## config.mk

```make
export PLATFORM = sky130hd
export DESIGN_NAME = rpf_pin_cfg
export DESIGN_NICKNAME = d
export VERILOG_FILES = /design/src/rtl/rpf_pkg.sv /design/src/rtl/rpf_pin_sync.sv /design/src/rtl/rpf_pin_cfg.sv
export VERILOG_INCLUDE_DIRS = /design/src /design/src/rtl
export SDC_FILE = /design/constraint.sdc
export NUM_CORES = 1
export LEC_CHECK = 0
export ABC_CLOCK_PERIOD_IN_PS = 2900
export BUFFER_PORTS_ARGS = -buffer_cell sky130_fd_sc_hd__buf_2
export CAP_MARGIN = 10
export CELL_PAD_IN_SITES_DETAIL_PLACEMENT = 1
export CELL_PAD_IN_SITES_GLOBAL_PLACEMENT = 1
export CORE_MARGIN = 8
export CORE_UTILIZATION = 35
export DETAILED_ROUTE_END_ITERATION = 8
export PLACE_DENSITY_LB_ADDON = 0.1
export SLEW_MARGIN = 20
export SYNTH_ARGS = -nofsm -noshare
export SYNTH_HDL_FRONTEND = slang
export SYNTH_HIERARCHICAL = 1
export SYNTH_SLANG_ARGS = --single-unit
export TNS_END_PERCENT = 30
```

## constraint.sdc

```tcl
create_clock -name sys_clk_in -period 2.9 [get_ports sys_clk_in]
set_input_delay 0.435 -clock sys_clk_in [delete_from_list [all_inputs] [get_ports sys_clk_in]]
set_output_delay 0.435 -clock sys_clk_in [all_outputs]
set_load 0.1 [all_outputs]
```

## src/rtl/rpf_regs.svh

```systemverilog
// register offsets, field positions and serial framing constants
`ifndef RPF_REGS_SVH
`define RPF_REGS_SVH
`define RPF_DEV_ADDR 8'hE8
`define RPF_CMD_PIN_CFG 4'h1
`define RPF_ADDR_BITS 5'h08
`define RPF_DATA_BITS 5'h10
`define RPF_CFG_RESET 8'h00
`define RPF_EMPH_USER_BIT 0
`define RPF_STAT_VALID_BIT 1
`define RPF_FLAG_CONTENT_BIT 2
`define RPF_INPUT_MON_BIT 3
`define RPF_RATE_LIM_LSB 4
`define RPF_RATE_LIM_MSB 5
`define RPF_FSYNC_LSB 6
`define RPF_FSYNC_MSB 7
`define RPF_CMD_LSB 4
`define RPF_CMD_MSB 7
`define RPF_RSVD_LSB 2
`define RPF_RSVD_MSB 3
`define RPF_CFG_LSB 8
`define RPF_CFG_MSB 15
`endif

```

## src/rtl/rpf_pkg.sv

```systemverilog
// types shared by the pin function configuration block
package rpf_pkg;
  typedef enum logic [1:0] {
    RPF_ST_IDLE = 2'b00,
    RPF_ST_ADDR = 2'b01,
    RPF_ST_DATA = 2'b10
  } rpf_state_t;

  typedef struct packed {
    logic s1;
    logic s2;
    logic s3;
    logic lvl;
  } rpf_sync_t;

  typedef struct packed {
    rpf_state_t state;
    logic [7:0] addr_sr;
    logic [15:0] data_sr;
    logic [4:0] cnt;
    logic ce_prev;
    logic cl_prev;
    logic [7:0] cfg;
    logic flag_pin;
    logic eus_pin;
    logic commit;
  } rpf_top_t;
endpackage

```

## src/rtl/rpf_pin_sync.sv

```systemverilog
// three-stage pin synchroniser with agreement filter
`timescale 1ns/10ps
module rpf_pin_sync
  import rpf_pkg::*;
(
  input wire logic sys_clk_in,
  input wire logic resetn_in,
  input wire logic pin_in,
  output logic level_out
);
  rpf_sync_t st_q;
  rpf_sync_t st_d;

  // level only moves once stages two and three agree
  always_comb begin
    st_d = st_q;
    st_d.s1 = pin_in;
    st_d.s2 = st_q.s1;
    st_d.s3 = st_q.s2;
    if (st_q.s2 == st_q.s3) begin
      st_d.lvl = st_q.s3;
    end
  end

  // state register
  always_ff @(posedge sys_clk_in or negedge resetn_in) begin
    if (!resetn_in) begin
      st_q <= '0;
    end else begin
      st_q <= st_d;
    end
  end

  assign level_out = st_q.lvl;
endmodule // rpf_pin_sync

```

## src/rtl/rpf_pin_cfg.sv

```systemverilog
// serial-written pin function configuration with flag pin muxing
`timescale 1ns/10ps
`include "rpf_regs.svh"
module rpf_pin_cfg
  import rpf_pkg::*;
(
  input wire logic sys_clk_in,
  input wire logic resetn_in,
  input wire logic ser_clk_in,
  input wire logic ser_en_in,
  input wire logic ser_data_in,
  input wire logic cs_bit1_in,
  input wire logic validity_in,
  input wire logic comp_sync_in,
  input wire logic cd_sync_in,
  input wire logic emphasis_in,
  input wire logic user_data_in,
  input wire logic cs_data_in,
  output logic channel_flag_pin_out,
  output logic emph_user_status_pin_out,
  output logic input_monitor_sel_out,
  output logic [1:0] rate_accept_limit_out,
  output logic [1:0] frame_sync_pin_sel_out
);
  rpf_top_t st_q;
  rpf_top_t st_d;
  logic [2:0] pin_raw;
  logic [2:0] pin_lvl;
  logic cl_lvl;
  logic ce_lvl;
  logic di_lvl;
  logic cl_rise;
  logic ce_rise;
  logic ce_fall;
  logic emph_user_pin_sel;
  logic status_validity_pin_sel;
  logic flag_content_sel;
  logic [1:0] frame_sync_pin_sel;
  logic cmd_ok;

  assign pin_raw = {ser_data_in, ser_en_in, ser_clk_in};

  // serial pins arrive asynchronously, so each is filtered
  genvar gi;
  generate
    for (gi = 0; gi < 3; gi++) begin : g_sync
      rpf_pin_sync u_sync (
        .sys_clk_in(sys_clk_in),
        .resetn_in(resetn_in),
        .pin_in(pin_raw[gi]),
        .level_out(pin_lvl[gi])
      );
    end
  endgenerate

  // filtered levels and their edges
  assign cl_lvl = pin_lvl[0];
  assign ce_lvl = pin_lvl[1];
  assign di_lvl = pin_lvl[2];
  assign cl_rise = cl_lvl && !st_q.cl_prev;
  assign ce_rise = ce_lvl && !st_q.ce_prev;
  assign ce_fall = !ce_lvl && st_q.ce_prev;

  // decoded configuration fields
  assign emph_user_pin_sel = st_q.cfg[`RPF_EMPH_USER_BIT];
  assign status_validity_pin_sel = st_q.cfg[`RPF_STAT_VALID_BIT];
  assign flag_content_sel = st_q.cfg[`RPF_FLAG_CONTENT_BIT];
  assign frame_sync_pin_sel = st_q.cfg[`RPF_FSYNC_MSB:`RPF_FSYNC_LSB];

  // command nibble and zeroed reserved bits
  assign cmd_ok =
    (st_q.data_sr[`RPF_CMD_MSB:`RPF_CMD_LSB] == `RPF_CMD_PIN_CFG) &&
    (st_q.data_sr[`RPF_RSVD_MSB:`RPF_RSVD_LSB] == 2'h0);

  // next-state logic: serial capture and pin muxing
  always_comb begin
    st_d = st_q;
    st_d.ce_prev = ce_lvl;
    st_d.cl_prev = cl_lvl;
    st_d.commit = 1'b0;
    unique case (st_q.state)
      RPF_ST_IDLE: begin
        // a burst aimed elsewhere is skipped until enable drops
        if (ce_fall) begin
          st_d.state = RPF_ST_ADDR;
          st_d.cnt = 5'h00;
        end
      end
      RPF_ST_ADDR: begin
        // address byte shifts in lsb first while enable is low
        if (cl_rise && st_q.cnt != `RPF_ADDR_BITS) begin
          st_d.addr_sr = {di_lvl, st_q.addr_sr[7:1]};
          st_d.cnt = st_q.cnt + 5'h01;
        end
        // only address E8 opens the data phase
        if (ce_rise) begin
          st_d.cnt = 5'h00;
          if (st_q.cnt == `RPF_ADDR_BITS &&
              st_q.addr_sr == `RPF_DEV_ADDR) begin
            st_d.state = RPF_ST_DATA;
          end else begin
            st_d.state = RPF_ST_IDLE;
          end
        end
      end
      RPF_ST_DATA: begin
        // extra clocks push the count past 16 and void the write
        if (cl_rise && st_q.cnt <= `RPF_DATA_BITS) begin
          st_d.data_sr = {di_lvl, st_q.data_sr[15:1]};
          st_d.cnt = st_q.cnt + 5'h01;
        end
        // whole byte latched at end of frame
        if (ce_fall) begin
          if (st_q.cnt == `RPF_DATA_BITS && cmd_ok) begin
            st_d.cfg = st_q.data_sr[`RPF_CFG_MSB:`RPF_CFG_LSB];
            st_d.commit = 1'b1;
          end
          st_d.state = RPF_ST_ADDR;
          st_d.cnt = 5'h00;
        end
      end
      default: begin
        st_d.state = RPF_ST_IDLE;
      end
    endcase

    // status bit or validity on flag pin
    if (status_validity_pin_sel) begin
      st_d.flag_pin = validity_in;
    // content select only in status mode
    end else if (flag_content_sel) begin
      st_d.flag_pin = cs_bit1_in || comp_sync_in || cd_sync_in;
    end else begin
      st_d.flag_pin = cs_bit1_in;
    end

    if (frame_sync_pin_sel != 2'h0) begin
      st_d.eus_pin = cs_data_in;
    end else if (emph_user_pin_sel) begin
      st_d.eus_pin = user_data_in;
    end else begin
      st_d.eus_pin = emphasis_in;
    end
  end

  always_ff @(posedge sys_clk_in or negedge resetn_in) begin
    if (!resetn_in) begin
      st_q <= '0;
    end else begin
      st_q <= st_d;
    end
  end

  // outputs straight from flops
  assign channel_flag_pin_out = st_q.flag_pin;
  assign emph_user_status_pin_out = st_q.eus_pin;
  assign input_monitor_sel_out = st_q.cfg[`RPF_INPUT_MON_BIT];
  assign rate_accept_limit_out = st_q.cfg[`RPF_RATE_LIM_MSB:`RPF_RATE_LIM_LSB];
  assign frame_sync_pin_sel_out = frame_sync_pin_sel;

  validity_out_a: assert property (
    @(posedge sys_clk_in) disable iff (!resetn_in)
    status_validity_pin_sel |=> channel_flag_pin_out == $past(validity_in))
    else $error("flag pin does not follow validity");

  status_only_a: assert property (
    @(posedge sys_clk_in) disable iff (!resetn_in)
    (!status_validity_pin_sel && !flag_content_sel)
      |=> channel_flag_pin_out == $past(cs_bit1_in))
    else $error("flag pin does not follow status bit");

  content_ignored_a: assert property (
    @(posedge sys_clk_in) disable iff (!resetn_in)
    (status_validity_pin_sel && flag_content_sel && !validity_in)
      |=> !channel_flag_pin_out)
    else $error("content select leaked into validity mode");

  sync_high_a: assert property (
    @(posedge sys_clk_in) disable iff (!resetn_in)
    (!status_validity_pin_sel && flag_content_sel &&
     (comp_sync_in || cd_sync_in)) |=> channel_flag_pin_out)
    else $error("flag pin low despite sync detect");

  status_data_a: assert property (
    @(posedge sys_clk_in) disable iff (!resetn_in)
    (frame_sync_pin_sel != 2'h0)
      |=> emph_user_status_pin_out == $past(cs_data_in))
    else $error("shared pin not carrying status data");

  emph_default_a: assert property (
    @(posedge sys_clk_in) disable iff (!resetn_in)
    (frame_sync_pin_sel == 2'h0 && !emph_user_pin_sel)
      |=> emph_user_status_pin_out == $past(emphasis_in))
    else $error("shared pin not carrying emphasis");

  addr_match_a: assert property (
    @(posedge sys_clk_in) disable iff (!resetn_in)
    (st_q.state == RPF_ST_ADDR && st_d.state == RPF_ST_DATA)
      |-> st_q.addr_sr == `RPF_DEV_ADDR)
    else $error("data phase opened for foreign address");

  cfg_latch_a: assert property (
    @(posedge sys_clk_in) disable iff (!resetn_in)
    !st_q.commit ##1 st_q.commit
      |-> st_q.cfg == $past(st_q.data_sr[`RPF_CFG_MSB:`RPF_CFG_LSB]))
    else $error("configuration byte not latched whole");

  cfg_stable_a: assert property (
    @(posedge sys_clk_in) disable iff (!resetn_in)
    !st_d.commit |=> $stable(st_q.cfg))
    else $error("configuration changed without a write");
endmodule // rpf_pin_cfg

```

# ---- After elaboration in Yosys (flattened, before gate mapping)
# Index checks and enable logic that the tools add are counted.
dict set report word_totals {
  regBits 55
  in_bits 12
  output_inout_bits 7
}
dict set report op_classes {
  addsub 1
  magnitude_cmp 1
  eq_ne 15
  muxes 14
  reduce_logical 23
}
# cell count
set ops {}
lappend ops {{$mux W5} 5}
lappend ops {{$pmux W5 S3} 1}
lappend ops {{$eq A8 B8 Y1 const B} 1}
lappend ops {{$logic_and A1 B1 Y1} 8}
lappend ops {{$mux W2} 3}
lappend ops {{$ne A3 B3 Y1 const B} 2}
lappend ops {{$reduce_and A2 Y1} 3}
lappend ops {{$add A5 B1 Y5 const B} 1}
lappend ops {{$eq A5 B4 Y1 const B} 1}
lappend ops {{$eq A5 B5 Y1 const B} 1}
lappend ops {{$le A5 B5 Y1 const B} 1}
lappend ops {{$ne A5 B4 Y1 const B} 1}
lappend ops {{$eq A4 B1 Y1 const B} 1}
lappend ops {{$logic_not A2 Y1} 2}
lappend ops {{$mux W1} 4}
lappend ops {{$ne A2 B2 Y1 const B} 2}
lappend ops {{$pmux W2 S2} 1}
lappend ops {{$reduce_and A4 Y1} 1}
lappend ops {{$eq A1 B1 Y1} 3}
lappend ops {{$logic_not A1 Y1} 3}
lappend ops {{$reduce_and A3 Y1} 1}
lappend ops {{$reduce_bool A3 Y1} 1}
lappend ops {{$eq A2 B1 Y1 const B} 1}
lappend ops {{$eq A2 B2 Y1 const B} 1}
lappend ops {{4 further kinds} 5}

# ---- Logic depth before layout (Yosys ltp)
dict set report logic_depth {
  ltp_word 6
  ltp_mapped 7
}

# ---- By module
# Netlist, hierarchy kept.
# mod n_inst cells_per_inst area_each_um2 seq_area_each_um2
set modules_own_cells {}
lappend modules_own_cells {rpf_pin_cfg 1 142 1845.5 1026.0}
lappend modules_own_cells {rpf_pin_sync 3 5 111.4 100.1}

# ---- Worst setup path after synthesis
# No wires, ideal clock.
dict set report synth_path {
  path_type {flip-flop to flip-flop}
  start {register st_q[13] (netlist bit)}
  end {register st_q[20] (netlist bit)}
  arrival_time_ps 1946
  required_time_ps 2775
  setup_slack_ps 829
  path_stages_with_launch 7
  period_less_slack_ps 2071
  cell_sequence {dfrtp_1 inv_1 ha_1 or3b_4 a211oi_2 buf_2 mux2_2}
}
dict set report synth_via {
  elab_chain_len 3
}
# element line_no
set synth_lines {}
lappend synth_lines {{start: declaration} rpf_pin_cfg.sv:25} ;# rpf_top_t st_q;
lappend synth_lines {{start signal: assignment} rpf_pin_cfg.sv:150} ;# st_q <= st_d;
lappend synth_lines {{$le A5 B5 Y1 (no line)} --}
lappend synth_lines {{$logic_and A1 B1 Y1 (no line)} --}
lappend synth_lines {{$reduce_and A2 Y1 (no line)} --}
# No other way between the ends.
# A chain may end at the register's enable or synchronous reset.

# ---- Final worst setup path
dict set report layout_path {
  start {register st_q[13] (netlist bit)}
  end {register st_q (netlist bit frame_sync_pin_sel_out[0])}
}
dict set report layout_via {
  elab_chain_len 3
}
# element line_no
set layout_lines {}
lappend layout_lines {{$eq A5 B5 Y1 (no line)} --}
lappend layout_lines {{$logic_and A1 B1 Y1} rpf_pin_cfg.sv:114} ;# if (st_q.cnt == `RPF_DATA_BITS && cmd_ok) begin
lappend layout_lines {{$reduce_and A3 Y1 (no line)} --}
# No other way between the ends.

==> results.md <==
* Post-route cell area at 2451 µm²
* CP peak stage delay at ~430 ps
* Fin nets at 196
* Static leakage at roughly 1.2 nW
* Cells after synthesis at 157
* Fin. max-slew vios at 0
* Relative slew margins at 0.6014
* Worst-path clk slew at roughly 90 ps
* CTS Sinks at 53
* Area grow syn2layout at 12.46%
* CTS H-tree lvls at 2
* Crit path DAT at between 2000 and 2500 ps
* Worst-path fanout max at 8
* Root buffer cell: clkbuf_8
* GRT busiest layer: met2
* Setup CP Type: reg -> reg
* Post-synth top area share at 0.6085
* Global routing usage on met2 at 0.1587
* Largest cells by area after synthesis: dfrtp_1 61%, mux2_2 15%, ha_1 3.4%
* Synthesized cell area at 2180 µm²
* I/O pin total at 19
* ANT cells at 0
* Share of flip-flops with an asynchronous set or reset at 1.000
* Main synth FF type: dfrtp_1
* Post_cts resized at 0
* GP Congestion at 0.6833
* Met3 usage at 0.03016
* WL final at 3665 µm
* Met1 usage at 0.1106
* Remaining DRCs at 0
* Share of layout cells above drive strength 1 at 0.3687
* 1st-pass router iterations at 4
* Non-filler instance count after layout at 254
* VDD IR max at 0.0002731 V
* Worst R2R Start: st_q[13]
* R2r setup slk at 650 ps
* TritonCTS clock tree: built
* Capturing point of the worst reg2reg path: frame_sync_pin_sel_out[0]
* Setup TNS at 0 ps
* Via-to-Cell Ratio at 4.811
* Top-count cell post-synth: dfrtp_1
* # Max-Cap Violations at 0
* Worst Setup End Kind: flip-flop
* Die width at 94.92 µm
* Vias in the first global route at between 1k and 1.5k
* Die ar. at 9009 µm²
* Leading area contributor after synthesis: dfrtp_1
* DR vias at 1222
* # hold bufs at CTS at 0
* Core Box Area at 5956 µm²
* Post-route minimum period at around 2300 ps
* CTS Buf Count at 5
* Setup Buffers After CTS at 0
* Worst path slowest cell: dfrtp_1
* Seq cells post-synth at 53
* Final Worst Setup Slack at 648.2 ps
* Post-synth EDFFs at 0
* Initial antenna violation count at 0
* Clk_lat worst skew at 300 ps
* Commonest cells post-synth: 53 x dfrtp_1, 30 x mux2_2, 8 x inv_1
* Skew final at 10.21 ps
* Sequential area share after synthesis at 0.6085
* Max Root-Sink Buffers at 2
* Worst Path Required at 3090 ps
* R2R depth at 6
* Buf/Inv on CP at 1
* CP Cell Sequence: inv_1 -> ha_1 -> or3b_4 -> nor4_1 -> nand4_1 -> mux2_2
* Syn nets at 175
* # port buffers at 18
* Routed Antenna Nets at 0
* Place WS at roughly 570 ps
* Crit start category: flip-flop
* Largest net degree at the start of global routing at 28
* Post-DP HPWL at 2764 µm
* Syn Area/Cell at between 10 and 15 µm²
* Fin. Hold Viols at 0
* Cell family with most CP delay: simple AND/OR/NAND/NOR gates
* WL per Instance at about 14 µm
* RSZ-0062 raised after global routing: false
* Hold Path Class: in -> async
* Fmax at roughly 440 MHz
* Die Height at between 90 and 100 µm
* Initial Util at 0.3660
* Cell count after placement at 246
* YS warnings at 6
* 1st-iter DRT viols at 20
* Synth cell types at 33
* Area post-placement at 2340 µm²
* Rows at 28
* Cell Pwr Density at 681.0 nW/µm²
* Gr usage total at 0.09459
* First-pass GRT wire length at roughly 6600 µm
* Slew @ Worst Pin at 598.0 ps
* Status: finished clean
* Final setup fails at 0
* GRT overflow at 0
* Final worst-path cycle share at 0.7765
==> routing by layer <==
layer	vias to the layer above	wire, µm
met3	5	109
met5	-	0
met2	11	1945
met1	618	1568
met4	0	41
li1	588	-
==> cell families after synthesis <==
logic type                 Yosys count  share of synthesized area
DFF                                 53                     0.6085
and+or+nand+nor                     30                    0.07922
adders and majority gates            9                    0.04994
muxes                               32                     0.1642
buffers and inverters               14                    0.03157
AOI/OAI and AO/OA                   19                    0.06659
==> state kept, by name, summed over array words and instances, names as in the netlist <==
register	cells
emph_user_status_pin_out	1
emph_user_pin_sel	1
frame_sync_pin_sel_out	2
g_sync.u_sync/level_out	3
input_monitor_sel_out	1
g_sync.u_sync/st_d	6
rate_accept_limit_out	2
st_q	32
g_sync.u_sync/st_q	3
flag_content_sel	1
channel_flag_pin_out	1
==> area by class of cell <==
| type | instances | area, µm² |
|---|---|---|
| clock buffers | 6 | 72.57 |
| clock inverters | 2 | 38.79 |
| fillers | 635 | 3505 |
| inverters | 8 | 30.03 |
| multi-input cells | 90 | 784.5 |
| flip-flops and latches | 53 | 1326 |
| well taps | 75 | 93.84 |
| repair buffers | 20 | 105.1 |
==> worst max-delay path by stage <==
stage / start / endpoint / slack, ps / cells after the start
detailed placement: st_q[13] / frame_sync_pin_sel_out[0] / 570 / 6
CTS: st_q[13] / frame_sync_pin_sel_out[0] / 550 / 6
global route: st_q[13] / frame_sync_pin_sel_out[0] / 510 / 6
floorplan: st_q[13] / st_q[20] / 830 / 6
global placement: st_q[13] / rate_accept_limit_out[1] / 710 / 6
finish: st_q[13] / frame_sync_pin_sel_out[0] / 650 / 6
==> per-stage QoR <==
step | total power, mW | hold WS, ps | util
floorplan | 1.113 | 139.4 | -
global placement | 1.179 | 335.9 | 0.3929
CTS | 1.706 | 150.9 | 0.4116
global route | 1.791 | 168.1 | 0.4116
finish | 1.669 | 126.5 | 0.4116
detailed placement | 1.203 | 336.3 | 0.3929
==> worst reg2reg max path, stage by stage (launching register included) <==
cell	delay, ps
dfrtp_1	430
inv_1	70
ha_1	150
or3b_4	400
nor4_1	250
nand4_1	420
mux2_2	420
==> cell usage in the layout, fill, tap and decap left out, types with 3 or more instances in the layout <==
master	netlist	layout
nand2_1	5	5
ha_1	6	6
o21ai_0	7	7
maj3_2	3	3
inv_1	8	8
buf_2	1	18
nand2b_1	5	5
dfrtp_1	53	53
clkbuf_8	0	5
nor2_1	5	5
mux2_2	30	30
==> report_power, final <==
group	switching [mW]	internal (mW)	total (mW)	leakage (nW)
Clock	0.229	0.259	0.488	0.0554
Sequential	0.0563	0.821	0.878	0.690
Combinational	0.161	0.143	0.304	0.411
Total	0.446	1.22	1.67	1.16
(Power assumes the default switching activity.)
